--- src/triac_pkg.sv ---
// shared constants and types for the phase-angle controller
package triac_pkg;

    // ------------------------------------------------------------
    // clock and time base
    // ------------------------------------------------------------
    localparam int CLK_PS = 4000;
    localparam int TICK_US = 200;
    localparam logic [11:0] TICK_STEP = 12'h640;
    localparam int PRESCALE_DIV = (TICK_US * 1000 * 1000) / (32'(TICK_STEP) * CLK_PS);

    // ------------------------------------------------------------
    // mains timing, in microseconds and in ticks
    // ------------------------------------------------------------
    localparam int P50_US = 20000;
    localparam int P60_US = 16700;
    localparam int WIN_US = 1200;
    localparam int PULSE1_US = 200;
    localparam int PULSE2_US = 400;
    localparam logic [7:0] P50_TICKS = 8'(P50_US / TICK_US);
    localparam logic [7:0] P60_TICKS = 8'(P60_US / TICK_US);
    localparam logic [7:0] WIN_TICKS = 8'(WIN_US / TICK_US);
    localparam logic [1:0] PULSE1_TICKS = 2'(PULSE1_US / TICK_US);
    localparam logic [1:0] PULSE2_TICKS = 2'(PULSE2_US / TICK_US);
    localparam logic [1:0] SOFT_VAR_CYCLES = 2'h3;
    localparam logic [7:0] WDG_TIMEOUT_TICKS = 8'h80;

    // ------------------------------------------------------------
    // angle limits, adc channels, reset values
    // ------------------------------------------------------------
    localparam logic [7:0] ANGLE_MAX = 8'h28;
    localparam logic [2:0] CH_POT = 3'h0;
    localparam logic [2:0] CH_CUR = 3'h4;
    localparam logic [1:0] PULSE_SEL_RST = 2'h2;
    localparam logic [1:0] PULSE_SEL_SHORT = 2'h1;
    localparam logic [9:0] ILIM_RST = 10'h333;
    localparam logic [7:0] SOFT_START_RST = 8'h19;

    // ------------------------------------------------------------
    // register map and field positions
    // ------------------------------------------------------------
    localparam logic [11:0] OFS_CFG = 12'h000;
    localparam logic [11:0] OFS_ILIM = 12'h004;
    localparam logic [11:0] OFS_SOFT = 12'h008;
    localparam logic [11:0] OFS_STAT = 12'h00C;
    localparam logic [11:0] OFS_ANGLE = 12'h010;
    localparam int ST_RUN = 0;
    localparam int ST_LED = 1;
    localparam int ST_LOCK = 2;
    localparam int ST_F50 = 3;
    localparam int ST_F60 = 4;
    localparam int ST_MISS = 5;
    localparam int ST_GATE = 6;

    typedef enum logic [0:0] {M_IDLE = 1'b0, M_RUN = 1'b1} mode_e;
    typedef enum logic [1:0] {Z_OFF = 2'b00, Z_SECOND = 2'b01, Z_LOCKED = 2'b10} zsync_e;

endpackage : triac_pkg

--- src/wdg_if.sv ---
// link between the controller core and its watchdog
`timescale 1ns/1ps
`default_nettype none
interface wdg_if;
    logic tick;
    logic refresh;
    logic fire;
    modport core (output tick, output refresh, input fire);
    modport dog (input tick, input refresh, output fire);
endinterface : wdg_if
`default_nettype wire

--- src/triac_wdg.sv ---
// landmark watchdog: expires when crossings stop being confirmed
`timescale 1ns/1ps
`default_nettype none
module triac_wdg
    import triac_pkg::*;
#(
    parameter logic [7:0] TIMEOUT = triac_pkg::WDG_TIMEOUT_TICKS
) (
    // clock and reset
    input wire logic i_clk,
    input wire logic i_rst_b,
    // core link
    wdg_if.dog link
);
    typedef struct packed {
        logic armed;
        logic [7:0] cnt;
        logic fire;
    } wdg_s;

    wdg_s s_r;
    wdg_s s_nxt;

    if (TIMEOUT == 8'h00) begin : g_chk
        $error("watchdog timeout must be nonzero");
    end

    // counts ticks only, so it sleeps while the time base is stopped
    always_comb begin
        s_nxt = s_r;
        s_nxt.fire = 1'b0;
        if (link.refresh) begin
            s_nxt.armed = 1'b1;
            s_nxt.cnt = '0;
        end else if (s_r.armed && link.tick) begin
            if (s_r.cnt == TIMEOUT - 8'h01) begin
                s_nxt.fire = 1'b1;
                s_nxt.armed = 1'b0;
                s_nxt.cnt = '0;
            end else begin
                s_nxt.cnt = s_r.cnt + 8'h01;
            end
        end
    end

    // only the external reset clears it; its own fire resets the core
    always_ff @(posedge i_clk) begin
        if (!i_rst_b) begin
            s_r <= '0;
        end else begin
            s_r <= s_nxt;
        end
    end

    assign link.fire = s_r.fire;
endmodule : triac_wdg
`default_nettype wire

--- src/triac_phase_angle_controller.sv ---
// phase-angle controller core with apb registers
`timescale 1ns/1ps
`default_nettype none
// Notes on behaviour
// - idle after reset, start press enters run
// - press or overcurrent returns idle, led latched
// - timers stopped until first crossing
// - crossing is falling edge of sense input
// - first crossing starts timer, compare one tick ahead
// - compare tick every 0.2 ms once synced
// - first window assumes 50 Hz mains
// - second crossing measures period, sets 50/60 flag
// - unknown period clears flags, restarts synchronisation
// - crossing valid within 1.2 ms; rearm after
// - each later crossing checked against window
// - every 3 cycles read pot, compute target
// - applied angle steps one toward target
// - missed crossing stops watchdog refresh
// - tick samples button, fires gate, counts
// - current sampled each tick while conducting
// - overcurrent forces idle, fault led on
// - compare advances by step in 12-bit counter
// - gate pulse setting 1 or 2 ticks
// - soft start holds minimum power 25 cycles
module triac_phase_angle_controller
    import triac_pkg::*;
#(
    parameter int PRESCALE = triac_pkg::PRESCALE_DIV,
    parameter logic [11:0] STEP = triac_pkg::TICK_STEP,
    parameter logic [7:0] WDG_TIMEOUT = triac_pkg::WDG_TIMEOUT_TICKS
) (
    // clock and reset
    input wire logic I_CLK,
    input wire logic I_RST_B,
    // apb slave
    input wire logic I_PSEL,
    input wire logic I_PENABLE,
    input wire logic I_PWRITE,
    input wire logic [11:0] I_PADDR,
    input wire logic [31:0] I_PWDATA,
    output logic [31:0] O_PRDATA,
    output logic O_PREADY,
    output logic O_PSLVERR,
    // mains and user pins
    input wire logic I_MAINS_SENSE_INPUT,
    input wire logic I_BUTTON_B,
    // adc
    input wire logic [9:0] I_ADC_DATA,
    output logic [2:0] O_ADC_CH,
    // outputs
    output logic O_GATE_FIRE_OUTPUT,
    output logic O_FAULT_LED,
    output logic O_WDG_RESET
);
    // ------------------------------------------------------------
    // state
    // ------------------------------------------------------------
    typedef struct packed {
        logic mains_s1;
        logic mains_s2;
        logic mains_s3;
        logic btn_s1;
        logic btn_s2;
        logic btn_prev;
        mode_e mode;
        logic led;
        zsync_e zs;
        logic f50;
        logic f60;
        logic missed;
        logic [7:0] pre;
        logic [11:0] cnt;
        logic [11:0] cmp;
        logic [7:0] zc_ticks;
        logic [7:0] period;
        logic [1:0] var_cnt;
        logic [7:0] soft_cnt;
        logic [9:0] pot;
        logic [2:0] ch;
        logic [7:0] target;
        logic [7:0] angle;
        logic [1:0] gate_cnt;
        logic gate;
        logic conduct;
        logic [1:0] pulse_sel;
        logic [9:0] ilim;
        logic [7:0] soft_cfg;
        logic [31:0] prdata;
        logic pslverr;
    } core_s;

    core_s s_r;
    core_s s_nxt;
    logic strobe;
    logic tick;
    logic zc;
    logic press;
    logic refresh;
    logic [7:0] half;
    logic [11:0] waddr;

    wdg_if dog ();

    if (PRESCALE < 1 || PRESCALE > 256 || STEP == 12'h000) begin : g_chk
        $error("prescale must be 1..256 and step nonzero");
    end

    // ------------------------------------------------------------
    // helpers
    // ------------------------------------------------------------
    function automatic logic in_win(input logic [7:0] t, input logic [7:0] exp);
        logic [8:0] lo;
        logic [8:0] hi;
        lo = {1'b0, t} + {1'b0, WIN_TICKS};
        hi = {1'b0, exp} + {1'b0, WIN_TICKS};
        return (lo >= {1'b0, exp}) && ({1'b0, t} <= hi);
    endfunction : in_win

    function automatic logic addr_hit(input logic [11:0] a);
        return (a == OFS_CFG) || (a == OFS_ILIM) || (a == OFS_SOFT) ||
               (a == OFS_STAT) || (a == OFS_ANGLE);
    endfunction : addr_hit

    function automatic logic [31:0] rd_mux(input core_s s, input logic [11:0] a);
        logic [31:0] d;
        d = '0;
        unique case (1'b1)
            a == OFS_CFG: d[1:0] = s.pulse_sel;
            a == OFS_ILIM: d[9:0] = s.ilim;
            a == OFS_SOFT: d[7:0] = s.soft_cfg;
            a == OFS_STAT: begin
                d[ST_RUN] = (s.mode == M_RUN);
                d[ST_LED] = s.led;
                d[ST_LOCK] = (s.zs == Z_LOCKED);
                d[ST_F50] = s.f50;
                d[ST_F60] = s.f60;
                d[ST_MISS] = s.missed;
                d[ST_GATE] = s.gate;
            end
            a == OFS_ANGLE: d[23:0] = {s.zc_ticks, s.target, s.angle};
            default: d = '0;
        endcase
        return d;
    endfunction : rd_mux

    // ------------------------------------------------------------
    // time base
    // ------------------------------------------------------------
    assign zc = s_r.mains_s3 && !s_r.mains_s2;
    assign strobe = (s_r.zs != Z_OFF) && (s_r.pre == 8'(PRESCALE - 1));
    assign tick = strobe && (s_r.cnt == s_r.cmp);
    assign press = tick && s_r.btn_prev && !s_r.btn_s2;
    assign half = {1'b0, s_r.period[7:1]};
    assign waddr = {I_PADDR[11:2], 2'b00};

    always_comb begin
        s_nxt = s_r;
        refresh = 1'b0;
        // two-flop synchronisers, third flop for edge detection
        s_nxt.mains_s1 = I_MAINS_SENSE_INPUT;
        s_nxt.mains_s2 = s_r.mains_s1;
        s_nxt.mains_s3 = s_r.mains_s2;
        s_nxt.btn_s1 = I_BUTTON_B;
        s_nxt.btn_s2 = s_r.btn_s1;

        if (s_r.zs != Z_OFF) begin
            s_nxt.pre = strobe ? 8'h00 : s_r.pre + 8'h01;
            if (strobe) begin
                s_nxt.cnt = s_r.cnt + 12'h001;
            end
        end
        if (tick) begin
            s_nxt.cmp = s_r.cmp + STEP;
        end

        // --------------------------------------------------------
        // tick work: button, adc, firing
        // --------------------------------------------------------
        if (tick) begin
            s_nxt.btn_prev = s_r.btn_s2;
            if (s_r.ch == CH_POT) begin
                s_nxt.pot = I_ADC_DATA;
            end
            if (s_r.gate_cnt != 2'h0) begin
                s_nxt.gate_cnt = s_r.gate_cnt - 2'h1;
            end
            if (s_r.zc_ticks == half) begin
                s_nxt.conduct = 1'b0;
            end
            if (s_r.mode == M_RUN && s_r.zs == Z_LOCKED &&
                (s_r.zc_ticks == s_r.angle || s_r.zc_ticks == s_r.angle + half)) begin
                s_nxt.conduct = 1'b1;
                // settings other than the short one give the long pulse
                s_nxt.gate_cnt = (s_r.pulse_sel == PULSE_SEL_SHORT) ?
                                 PULSE1_TICKS : PULSE2_TICKS;
            end
            if (s_r.mode == M_RUN && s_r.conduct && s_r.ch == CH_CUR &&
                I_ADC_DATA > s_r.ilim) begin
                s_nxt.mode = M_IDLE;
                s_nxt.led = 1'b1;
            end else if (press) begin
                if (s_r.mode == M_IDLE) begin
                    s_nxt.mode = M_RUN;
                    s_nxt.led = 1'b0;
                    s_nxt.soft_cnt = '0;
                    s_nxt.var_cnt = '0;
                    s_nxt.angle = ANGLE_MAX;
                end else begin
                    s_nxt.mode = M_IDLE;
                end
            end
        end

        // --------------------------------------------------------
        // zero-crossing synchronisation
        // --------------------------------------------------------
        unique case (s_r.zs)
            Z_OFF: begin
                if (zc) begin
                    s_nxt.zs = Z_SECOND;
                    s_nxt.cmp = s_r.cnt + STEP;
                    s_nxt.pre = '0;
                    s_nxt.zc_ticks = '0;
                    s_nxt.period = P50_TICKS;
                end
            end
            Z_SECOND: begin
                if (zc) begin
                    s_nxt.zc_ticks = '0;
                    if (in_win(s_r.zc_ticks, P50_TICKS)) begin
                        s_nxt.zs = Z_LOCKED;
                        s_nxt.f50 = 1'b1;
                        s_nxt.period = P50_TICKS;
                        refresh = 1'b1;
                    end else if (in_win(s_r.zc_ticks, P60_TICKS)) begin
                        s_nxt.zs = Z_LOCKED;
                        s_nxt.f60 = 1'b1;
                        s_nxt.period = P60_TICKS;
                        refresh = 1'b1;
                    end else begin
                        s_nxt.zs = Z_OFF;
                    end
                end else if (tick) begin
                    if (s_r.zc_ticks == P50_TICKS + WIN_TICKS) begin
                        s_nxt.zs = Z_OFF;
                    end else begin
                        s_nxt.zc_ticks = s_r.zc_ticks + 8'h01;
                    end
                end
            end
            Z_LOCKED: begin
                if (zc) begin
                    if (in_win(s_r.zc_ticks, s_r.period)) begin
                        s_nxt.zc_ticks = '0;
                        s_nxt.conduct = 1'b0;
                        refresh = !s_r.missed;
                        if (s_r.mode == M_RUN) begin
                            if (s_r.soft_cnt < s_r.soft_cfg) begin
                                s_nxt.soft_cnt = s_r.soft_cnt + 8'h01;
                                s_nxt.angle = ANGLE_MAX;
                            end else if (s_r.var_cnt == SOFT_VAR_CYCLES - 2'h1) begin
                                s_nxt.var_cnt = '0;
                                s_nxt.target = ANGLE_MAX - {3'h0, s_r.pot[9:5]};
                                if (s_r.angle < s_nxt.target) begin
                                    s_nxt.angle = s_r.angle + 8'h01;
                                end else if (s_r.angle > s_nxt.target) begin
                                    s_nxt.angle = s_r.angle - 8'h01;
                                end
                            end else begin
                                s_nxt.var_cnt = s_r.var_cnt + 2'h1;
                            end
                        end
                    end else begin
                        s_nxt.zs = Z_OFF;
                    end
                end else if (tick) begin
                    if (s_r.zc_ticks == s_r.period + WIN_TICKS) begin
                        // expected crossing gone; rearm one period on
                        s_nxt.missed = 1'b1;
                        s_nxt.zc_ticks = WIN_TICKS;
                        s_nxt.conduct = 1'b0;
                    end else begin
                        s_nxt.zc_ticks = s_r.zc_ticks + 8'h01;
                    end
                end
            end
            default: s_nxt.zs = Z_OFF;
        endcase

        // losing sync drops both frequency flags and the tick count; the missed flag stays set
        if (s_nxt.zs == Z_OFF && s_r.zs != Z_OFF) begin
            s_nxt.f50 = 1'b0;
            s_nxt.f60 = 1'b0;
            s_nxt.zc_ticks = '0;
            s_nxt.pre = '0;
            s_nxt.conduct = 1'b0;
            s_nxt.gate_cnt = '0;
        end
        if (s_nxt.mode == M_IDLE) begin
            s_nxt.conduct = 1'b0;
            s_nxt.gate_cnt = '0;
        end
        s_nxt.gate = (s_nxt.gate_cnt != 2'h0);
        if (tick) begin
            s_nxt.ch = s_nxt.conduct ? CH_CUR : CH_POT;
        end

        // --------------------------------------------------------
        // apb: decode in setup, write at the access edge
        // --------------------------------------------------------
        if (I_PSEL && !I_PENABLE) begin
            s_nxt.prdata = rd_mux(s_r, waddr);
            s_nxt.pslverr = !addr_hit(waddr);
        end
        if (I_PSEL && I_PENABLE && I_PWRITE) begin
            unique case (1'b1)
                waddr == OFS_CFG: s_nxt.pulse_sel = I_PWDATA[1:0];
                waddr == OFS_ILIM: s_nxt.ilim = I_PWDATA[9:0];
                waddr == OFS_SOFT: s_nxt.soft_cfg = I_PWDATA[7:0];
                default: s_nxt.pulse_sel = s_nxt.pulse_sel;
            endcase
        end
    end

    // ------------------------------------------------------------
    // registers; a watchdog expiry resets the core like the pin
    // ------------------------------------------------------------
    always_ff @(posedge I_CLK) begin
        if (!I_RST_B || dog.fire) begin
            s_r <= '0;
            s_r.mains_s1 <= 1'b1;
            s_r.mains_s2 <= 1'b1;
            s_r.mains_s3 <= 1'b1;
            s_r.btn_s1 <= 1'b1;
            s_r.btn_s2 <= 1'b1;
            s_r.btn_prev <= 1'b1;
            s_r.period <= P50_TICKS;
            s_r.angle <= ANGLE_MAX;
            s_r.target <= ANGLE_MAX;
            s_r.pulse_sel <= PULSE_SEL_RST;
            s_r.ilim <= ILIM_RST;
            s_r.soft_cfg <= SOFT_START_RST;
        end else begin
            s_r <= s_nxt;
        end
    end

    assign dog.tick = tick;
    assign dog.refresh = refresh;

    triac_wdg #(
        .TIMEOUT(WDG_TIMEOUT)
    ) u_wdg (
        .i_clk(I_CLK),
        .i_rst_b(I_RST_B),
        .link(dog.dog)
    );

    // ------------------------------------------------------------
    // outputs
    // ------------------------------------------------------------
    assign O_PRDATA = s_r.prdata;
    assign O_PSLVERR = s_r.pslverr && I_PSEL && I_PENABLE;
    assign O_PREADY = I_PSEL && I_PENABLE;
    assign O_ADC_CH = s_r.ch;
    assign O_GATE_FIRE_OUTPUT = s_r.gate;
    assign O_FAULT_LED = s_r.led;
    assign O_WDG_RESET = dog.fire;
endmodule : triac_phase_angle_controller
`default_nettype wire

--- config.mk ---
export PLATFORM = sky130hd
export DESIGN_NAME = triac_phase_angle_controller
export DESIGN_NICKNAME = d
export VERILOG_FILES = /design/src/triac_pkg.sv /design/src/wdg_if.sv /design/src/triac_wdg.sv /design/src/triac_phase_angle_controller.sv
export SDC_FILE = /design/constraint.sdc
export NUM_CORES = 1
export LEC_CHECK = 0
export BUFFER_PORTS_ARGS = -buffer_cell sky130_fd_sc_hd__buf_2
export CORE_MARGIN = 2
export CORE_UTILIZATION = 40
export DETAILED_ROUTE_END_ITERATION = 12
export PLACE_DENSITY_LB_ADDON = 0.3
export SLEW_MARGIN = 20
export SYNTH_ARGS = -nofsm -noshare
export SYNTH_HDL_FRONTEND = slang
export SYNTH_SLANG_ARGS = --single-unit
--- constraint.sdc ---
create_clock -name I_CLK -period 3.8 [get_ports I_CLK]
set_input_delay 0.76 -clock I_CLK [delete_from_list [all_inputs] [get_ports I_CLK]]
set_output_delay 0.76 -clock I_CLK [all_outputs]
set_load 0.02 [all_outputs]
# Word level (Yosys, flattened, before mapping)
# Cells that the tools add are included.
totals:
  register_bits: 158
  in_bits: 61
  out_inout_bits: 40
op_classes:
  addsub: 16
  magnitude_cmp: 10
  eq_ne: 25
  mux: 90
  bitwise: 5
  n_reduce_logical: 60
op_table:
  columns: ["op", "n"]
  rows:
  - ["$mux 8", 26]
  - ["$mux 10", 10]
  - ["$add 8x1->8 const B", 5]
  - ["$mux 20", 2]
  - ["$mux 12", 3]
  - ["$mux 2", 18]
  - ["$mux 28", 1]
  - ["$add 12x11->12 const B", 2]
  - ["$eq 8x8->1", 3]
  - ["$pmux 8 s3", 1]
  - ["$eq 10x2->1 const B", 2]
  - ["$logic_and 1x1->1", 20]
  - ["$pmux 5 s4", 1]
  - ["$mux 1", 19]
  - ["$add 8x3->9 const B", 2]
  - ["$ge 9x7->1 const B", 2]
  - ["$eq 8x7->1 const B", 2]
  - ["$le 8x7->1 const B", 2]
  - ["$lt 8x8->1", 2]
  - ["$pmux 8 s2", 1]
  - ["$ne 3x3->1 const B", 5]
  - ["$mux 14", 1]
  - ["$reduce_bool 2->1", 7]
  - ["$add 12x1->12 const B", 1]
  - ["other kinds (40)", 68]

# Logic depth before layout (Yosys ltp)
# Gate-level depths: netlist (run 1).
depth:
  depth_word: 16
  mapped_depth: 14
  depth_no_buf: 13

# By module
# From an unflattened synthesis (run 1), not the netlist that was laid out.
hier_totals:
  hier_cells: 1117
  hier_area_um2: 8939.8
modules_own_cells:
  columns: ["module", "instances", "cells_each", "area_per_inst_um2"]
  rows:
  - ["triac_phase_angle_controller", 1, 1067, 8501.9]
  - ["triac_wdg", 1, 50, 437.9]

# Worst setup path before layout (run 1)
# Ideal clock, no wire load.
synth_timing:
  path_kind: "register -> register"
  from: "register s_r[105] (netlist bit)"
  to: "register s_r[93] (netlist bit)"
  setup_ps: 65
  arrival_ps: 3099
  required_ps: 3735
  path_slack_ps: 636
  path_stages_with_launch: 14
  synth_period_minus_slack_ps: 3164
  path_cell_list: "dfxtp_1 -> buf_2 -> inv_1 -> ha_1 -> nand3b_1 -> xnor2_1 -> ha_1 -> o2111ai_1 -> a32o_2 -> or3_1 -> buf_2 -> nor4_1 -> mux2_2 -> nor2_1"
synth_via:
  elab_chain_len: 6
synth_lines:
  columns: ["item", "line", "source"]
  rows:
  - ["from (decl)", "triac_phase_angle_controller.sv:92", "core_s s_r;"]
  - ["from (signal assigned)", "triac_phase_angle_controller.sv:344", "s_r <= s_nxt;"]
  - ["$add 8x3->9", "triac_phase_angle_controller.sv:114", "lo = {1'b0, t} + {1'b0, WIN_TICKS};"]
  - ["$ge 9x8->1", "triac_phase_angle_controller.sv:116", "return (lo >= {1'b0, exp}) && ({1'b0, t} <= hi);"]
  - ["$logic_and 1x1->1 (*)", "triac_phase_angle_controller.sv:116", null]
  - ["$mux 10 (*)", "triac_phase_angle_controller.sv:253", "if (in_win(s_r.zc_ticks, s_r.period)) begin"]
  - ["$mux 10 (*)", "triac_phase_angle_controller.sv:252", "if (zc) begin"]
  - ["$mux 10 (*)", "triac_phase_angle_controller.sv:217", "unique case (s_r.zs)"]
# Every way passes the cells marked *; elsewhere a longest branch is shown, timed or not.
# A chain may end at the register's enable or synchronous reset.

# Worst setup path in the final report (run 1)
layout_timing:
  from: "register s_r[108] (netlist bit)"
  to: "register s_r[110] (netlist bit)"
layout_via:
  elab_chain_len: 10
layout_lines:
  columns: ["item", "line", "source"]
  rows:
  - ["$add 8x3->9", "triac_phase_angle_controller.sv:114", null]
  - ["$ge 9x7->1", "triac_phase_angle_controller.sv:116", null]
  - ["$logic_and 1x1->1", "triac_phase_angle_controller.sv:116", null]
  - ["$mux 2", "triac_phase_angle_controller.sv:235", "end else if (in_win(s_r.zc_ticks, P60_TICKS)) begin"]
  - ["$mux 2", "triac_phase_angle_controller.sv:230", "if (in_win(s_r.zc_ticks, P50_TICKS)) begin"]
  - ["$mux 2", "triac_phase_angle_controller.sv:228", "if (zc) begin"]
  - ["$pmux 2 s3", "triac_phase_angle_controller.sv:217", null]
  - ["$logic_not 2->1", "triac_phase_angle_controller.sv:291", "if (s_nxt.zs == Z_OFF && s_r.zs != Z_OFF) begin"]
  - ["$logic_and 1x1->1", "triac_phase_angle_controller.sv:291", null]
  - ["$reduce_or 2->1 (no source line)", null, null]
# Several ways; a longest one is shown, not always the timed one. The select of a mux whose other input is x is not followed.

==> summary.md, run 1 <==
| Metric | Value |
|---|---|
| Fraction of registers with async set/reset | 0% |
| Power Density | about 350 nW/um^2 |
| CTS Buffer Depth | 2 |
| Combinational Power Share | 5.5% |
| Layout cells sized above 1 | 12.8% |
| Final worst slack | 0.392 ns |
| Status | finished, final reports clean |
| CTS Buf Count | 17 |
| Initial antenna violation count | 0 |
| PortBufs | 64 |
| H-tree Lvls | 4 |
| Placer Congestion | ~0.89 |
| GRT Util Overall | between 20% and 30% |
| Worst skew pair latency | about 0.44 ns |
| Vias in the first global route | 7672 |
| Flops & latches, synth | 143 |
| Routed Antenna Nets | 0 |
| Num Clock Sinks | approximately 140 |
| CP cell instances | buf_4 -> xnor2_1 -> ha_1 -> nor2_1 -> o211ai_1 -> o2111ai_1 -> a32o_2 -> nor2_1 -> o2111ai_1 -> or4_1 -> a21oi_1 |
| Slew @ Worst Pin | 0.760 ns |
| Die width | about 150 um |
| NumNets Final | 1270 |
| Largest net degree at the start of global routing | 51 |
| Reg clk slew, reported paths | ~0.06 ns |
| Req. time, crit path | 4.15 ns |
| IO Count | 101 |
| Net Sw Frac | 23.0% |
| Detailed-route via count | about 8k |
| Minimum clock period | 3.41 ns |
| Ys Warns | 0 |
| Leakage | 3.85 nW |
| Setup TNS | 0 ns |
| Clock power frac | 50.8% |
| Rel. slew slack | approximately half |
| Netlist cell types | 73 |
| Core area | 21900 um^2 |
| Setup crit start kind | register |
| Number of synthesized flops with an enable pin | 0 |
| Final period utilization | 89.7% |
| Hold Buf Count CTS | 0 |
| Routed WL per cell | 16.8 um |
| Drt initial violations | 772 |
| Via-per-instance ratio | 5.57 |
| Clock skew | 0.0164 ns |
| Hold crit path type | reg2reg |
| Fmax | 293 MHz |
| Maxcap violations | 0 |
| First-pass GRT wire length | approximately 40000 um |
| Synthesized netlist cell count | between 1k and 1.5k |
| R2R setup slack | 0.39 ns |
| Post-synthesis sequential area ratio | between 30% and 40% |
| Slowest CP cell | dfxtp_1 |
| Int Pwr | about 2.7 mW |
| Post-CTS sizing | 0 |
| # rows | 54 |
| Crit end category | register |
| Mapped Area | just under 9000 um^2 |
| Sw Pwr | around 0.80 mW |
| CP Max Fanout | 14 |
| Total Wirelength | 24100 um |
| CP max stage delay | 0.66 ns |
| Reg power frac | 43.8% |
| Max-slew violation count | 0 |
| Die area | 23500 um^2 |
| Average cell area after synthesis | around 8.0 um^2 |
| Place WS | about 0.50 ns |
| DR pass1 iterations | 8 |
| Worst VDD drop | roughly 0.33 mV |
| ANT cells | 0 |
| Top_reg_cell synth | dfxtp_1 |
| HPWL Detailed | 17300 um |
| Placed Instances | 1406 |
| Die H | 153 um |
| RSZ-0062 raised after global routing | false |
| Fin cells | 1436 |
| # Post-CTS Setup Buffers | 0 |
| Synthesis-to-layout area growth | 11.7% |
| Initial core utilization | 40.8% |
| CTS Root Cell | clkbuf_16 |
| Hold Fails Final Rpt | 0 |
| Crit Path Category | reg2reg |
| Residual DRC count | 0 |
| TritonCTS clock tree | built |
| Final setup vio count | 0 |
| CP arrival | 3.76 ns |
| Gr ovfl total | 0 |
-- state kept, by name, indices dropped and copies added (netlist names) --
register,cells
O_FAULT_LED,1
half,3
s_nxt,3
O_PRDATA,22
s_r,102
O_ADC_CH,1
u_wdg.link.fire,1
u_wdg.s_r,9
O_GATE_FIRE_OUTPUT,1
-- area by class of cell --
cell class                      count  area (um^2)
Fill cell                        2175        11900
Inverter                           47          176
Timing Repair Buffer              100          591
Clock buffer                       20          447
Tap cell                          280          350
Clock inverter                     10          163
Sequential cell                   143         2860
Multi-Input combinational cell    836         5390
-- path summary, 6_finish.rpt --
check,start,to,cells past startpoint
min reg2reg,s_nxt[152],s_r[152],1
max reg2reg,s_r[108],s_r[110],11
min,s_nxt[152],s_r[152],1
max,s_r[108],s_r[110],11
-- power groups by stage --
stage	Combinational (mW)	Clock, mW	Sequential (mW)
5_1_grt	0.211	1.86	1.53
2_1_floorplan	0.140	0	1.55
3_5_place_dp	0.189	0	1.56
6_report	0.190	1.77	1.53
3_3_place_gp	0.188	0	1.56
4_1_cts	0.190	1.79	1.53
-- synth_stat cells, drive strengths merged, types with 7 or more instances --
cell type | number | area [um^2]
a211oi | 12 | 95.1
mux2i | 17 | 170
and2 | 8 | 50.1
a31oi | 13 | 81.3
nand2 | 118 | 443
a21oi | 84 | 432
nor4 | 16 | 106
o211ai | 20 | 150
clkbuf | 50 | 188
dfxtp | 143 | 2860
xnor2 | 44 | 385
nor3 | 31 | 166
a221oi | 7 | 67.6
nand4 | 24 | 150
and3 | 12 | 75.1
a21o | 8 | 61.3
nand3 | 51 | 255
or3 | 14 | 87.6
o21ai | 36 | 180
ha | 63 | 788
buf | 55 | 368
nor2b | 11 | 68.8
xor2 | 26 | 228
nand2b | 18 | 113
nor2 | 99 | 372
inv | 47 | 176
-- stage by stage --
stage / util (%) / power, mW / hold WS [ns] / area (um^2)
6_report: 45.6 / 3.49 / 0.404 / 9970
5_1_grt: 45.6 / 3.60 / 0.443 / 9970
4_1_cts: 45.6 / 3.51 / 0.407 / 9970
3_5_place_dp: 42.8 / 1.75 / 0.392 / 9370
3_3_place_gp: 42.8 / 1.75 / 0.389 / 9370
2_1_floorplan: - / 1.69 / 0.386 / 8970
-- per-layer routing --
| layer | routed length (um) | part of all wire [%] | vias to the layer above | global-route usage, % |
|---|---|---|---|---|
| li1 | - | - | 3981 | - |
| met1 | 11400 | 47 | 3749 | 28.2 |
| met2 | 10900 | 45 | 234 | 32.6 |
| met3 | 1370 | 5.7 | 35 | 4.03 |
| met4 | 470 | 2.0 | 0 | 6.95 |
| met5 | 0 | 0 | - | 0 |
-- critical path: cells and delay by family, from the launching register on --
| kind | cells | cell delay, ns |
|---|---|---|
| compound gates | 5 | 1.08 |
| fa+ha+maj | 1 | 0.24 |
| flops | 1 | 0.66 |
| buf+inv | 1 | 0.25 |
| xor+xnor | 1 | 0.21 |
| simple gates | 3 | 0.91 |
-- layout by cell type (no fill, tap or decap), drive strengths merged, types with 11 or more instances in the layout --
master / synthesis / final
nand3: 51 / 51
nand4: 24 / 24
nor3: 31 / 31
or3: 14 / 14
a31oi: 13 / 13
a21oi: 84 / 84
o211ai: 20 / 20
nand2b: 18 / 18
nand2: 118 / 118
dfxtp: 143 / 143
buf: 55 / 100
ha: 63 / 63
xnor2: 44 / 44
and3: 12 / 12
inv: 47 / 48
clkbuf: 50 / 20
xor2: 26 / 26
nor4: 16 / 16
o21ai: 36 / 36
nor2: 99 / 99
conb: 2 / 13
nor2b: 11 / 11
a211oi: 12 / 12
mux2i: 17 / 17
-- logic make-up after synthesis --
| family | after synthesis | synth area share, % |
|---|---|---|
| adder cells (fa/ha/maj) | 64 | 9.05 |
| flip-flops | 143 | 32.1 |
| AO/OA/AOI/OAI | 240 | 17.6 |
| XOR/XNOR | 70 | 6.87 |
| AND/OR/NAND/NOR | 426 | 23.4 |
| buffers and inverters | 152 | 8.20 |
| multiplexers | 23 | 2.66 |
| other | 2 | 0.0841 |
Power figures use the tool's default switching activity.
==> inputs of run 2 (changes only) <==
- GPL_TIMING_DRIVEN: not set -> 0
==> run 2 against run 1 <==
Compared with the run above: non-clock buffer count is 70 higher; clock power is 7% lower; first-iteration DRC count stayed put; die area stayed put; sequential share of layout area is 0.79 points lower; total power is 3.0% lower; clock skew is 0.0059 ns lower; combinational power is 14% higher; sequential power hardly changed; core utilization is 1.3 points higher; flip-flop and latch count stayed put; critical endpoint is now s_r[111]; largest cell class unchanged.
==> summary.md, run 2 (synthesis results as in run 1) <==
| Metric | Value |
|---|---|
| Die H | 153 um |
| Crit Path Category | reg2reg |
| Reg clk slew, reported paths | around 0.060 ns |
| R2R setup slack | 0.24 ns |
| Place WS | 0.0790 ns |
| R2R Path Start | s_r[108] |
| Die width | 153 um |
| Busiest grt layer | met2 |
| Gr ovfl total | 0 |
| R2R Path End | s_r[111] |
| Initial antenna violation count | 0 |
| Via-per-instance ratio | 5.59 |
| Largest register FFs | slightly above 100 |
| PortBufs | 64 |
| CP arrival | 3.87 ns |
| WHS | 0.408 ns |
| Hold Fails Final Rpt | 0 |
| Met2 GRT Util | a little over a third |
| GR Util met1 | 30.9% |
| Die area | 23500 um^2 |
| CTS Buffer Depth | 2 |
| Req. time, crit path | 4.11 ns |
| CP cell instances | buf_4 -> clkbuf_1 -> nand2_1 -> nor2_1 -> xor2_1 -> ha_1 -> a21oi_1 -> a32o_2 -> a2111oi_2 -> or3_1 -> a21oi_4 -> buf_4 -> a21oi_1 |
| Residual DRC count | 0 |
| Placer Congestion | 0.896 |
| H-tree Lvls | 4 |
| Core area | roughly 22000 um^2 |
| Power Density | 330 nW/um^2 |
| NumNets Final | around 1.3k |
| Final worst slack | around 0.24 ns |
| GRT Util Overall | 22.0% |
| Leakage | 3.99 nW |
| Setup crit start kind | register |
| Detailed-route via count | 8434 |
| Vias in the first global route | 7768 |
| Initial core utilization | 40.8% |
| Final setup vio count | 0 |
| DR pass1 iterations | 7 |
| TritonCTS clock tree | built |
| CTS Root Cell | clkbuf_16 |
| HPWL Detailed | 19700 um |
| Worst skew pair latency | between 0.4 and 0.5 ns |
| Routed Antenna Nets | 0 |
| Total Wirelength | 26100 um |
| Worst VDD drop | ~0.33 mV |
| Power Total | 3.38 mW |
| Commonest non-fill, non-tap cell in the layout | dfxtp_1 |
| IO Count | 101 |
| Drt initial violations | a little under 800 |
| Hold Path Depth | 1 |
| Layout cells sized above 1 | 13.6% |
| Reg2Reg Depth | 13 |
| Status | finished, final reports clean |
| RSZ-0062 raised after global routing | false |
| Rel. slew slack | a little under half |
| First-pass GRT wire length | 41500 um |
| Top reg by flops | s_r |
| Routed WL per cell | between 15 and 20 um |
| Clock skew | between 0.01 and 0.015 ns |
| Synthesis-to-layout area growth | 15.0% |
| CTS Buf Count | 17 |
| Final period utilization | a little over nine tenths |
| Setup TNS | 0 ns |
| Crit end category | register |
| ANT cells | 0 |
| Largest net degree at the start of global routing | 17 |
| Fmax | 281 MHz |
| Routing usage on met3 | around 2.8% |
| Hold Path Sink | s_r[152] |
| # rows | 54 |
| Max-slew violation count | 0 |
| Minimum clock period | 3.56 ns |
| CP max stage delay | 0.44 ns |
| Post-route cell area | 10300 um^2 |
| Slew @ Worst Pin | 0.815 ns |
| Slowest CP cell | or3_1 |
| Placed inst area | 9640 um^2 |
| Maxcap violations | 0 |
| Num Clock Sinks | roughly 140 |
| Hold crit path type | reg2reg |
| Worst Min Path Start | s_nxt[152] |
| CP Max Fanout | 10 |
| Final Util | 46.9% |
| Most frequent cells in the layout | dfxtp_1, nand2_1, nor2_1 |
| Fin cells | 1508 |
| Placed Instances | 1475 |
## run 2: worst max path at each step
stage	to	startpoint	cells after the start	slack (ns)
6_report	s_r[111]	s_r[108]	13	0.24
5_1_grt	s_r[93]	s_r[106]	14	0.03
4_1_cts	s_r[110]	s_r[104]	11	0.05
3_5_place_dp	s_r[110]	s_r[105]	13	0.08
3_3_place_gp	s_r[110]	s_r[104]	11	0.08
2_1_floorplan	s_r[93]	s_r[105]	13	0.64
## run 2: layout make-up
| cell class | count | area [um^2] |
|---|---|---|
| clock buffers | 19 | 443 |
| multi-input cells | 836 | 5390 |
| clock inverters | 13 | 130 |
| inverters | 47 | 176 |
| plain buffers | 105 | 564 |
| flip-flops and latches | 143 | 2860 |
| fillers | 2194 | 11600 |
| well taps | 280 | 350 |
| repair buffers | 65 | 340 |
## run 2: power by group
part | total, mW | internal [mW] | switching (mW)
Clock | 1.64 | 0.930 | 0.713
Combinational | 0.217 | 0.0776 | 0.139
Sequential | 1.52 | 1.51 | 0.0127
Total | 3.38 | 2.52 | 0.865
## run 2: worst max-delay path, delay by kind of cell, from the launching register on
kind	cells	cell delay [ns]
buffers and inverters	3	0.85
flip-flops	1	0.36
XOR/XNOR	1	0.18
AND/OR/NAND/NOR	3	0.81
adder cells (fa/ha/maj)	1	0.27
AO/OA/AOI/OAI	5	0.97
## run 2: routing by layer
metal	share of wire [%]	routed length, um
met1	47	12300
met2	45	11800
met3	5.7	1480
met4	1.9	497
met5	0	0
## run 2: timing repair
| action | 4_1_cts | 5_1_grt |
|---|---|---|
| resized for setup | 0 | 12 |
| setup buffers | 0 | 1 |
| endpoints found under the setup margin | 0 | 35 |
| hold buffers | 0 | 0 |
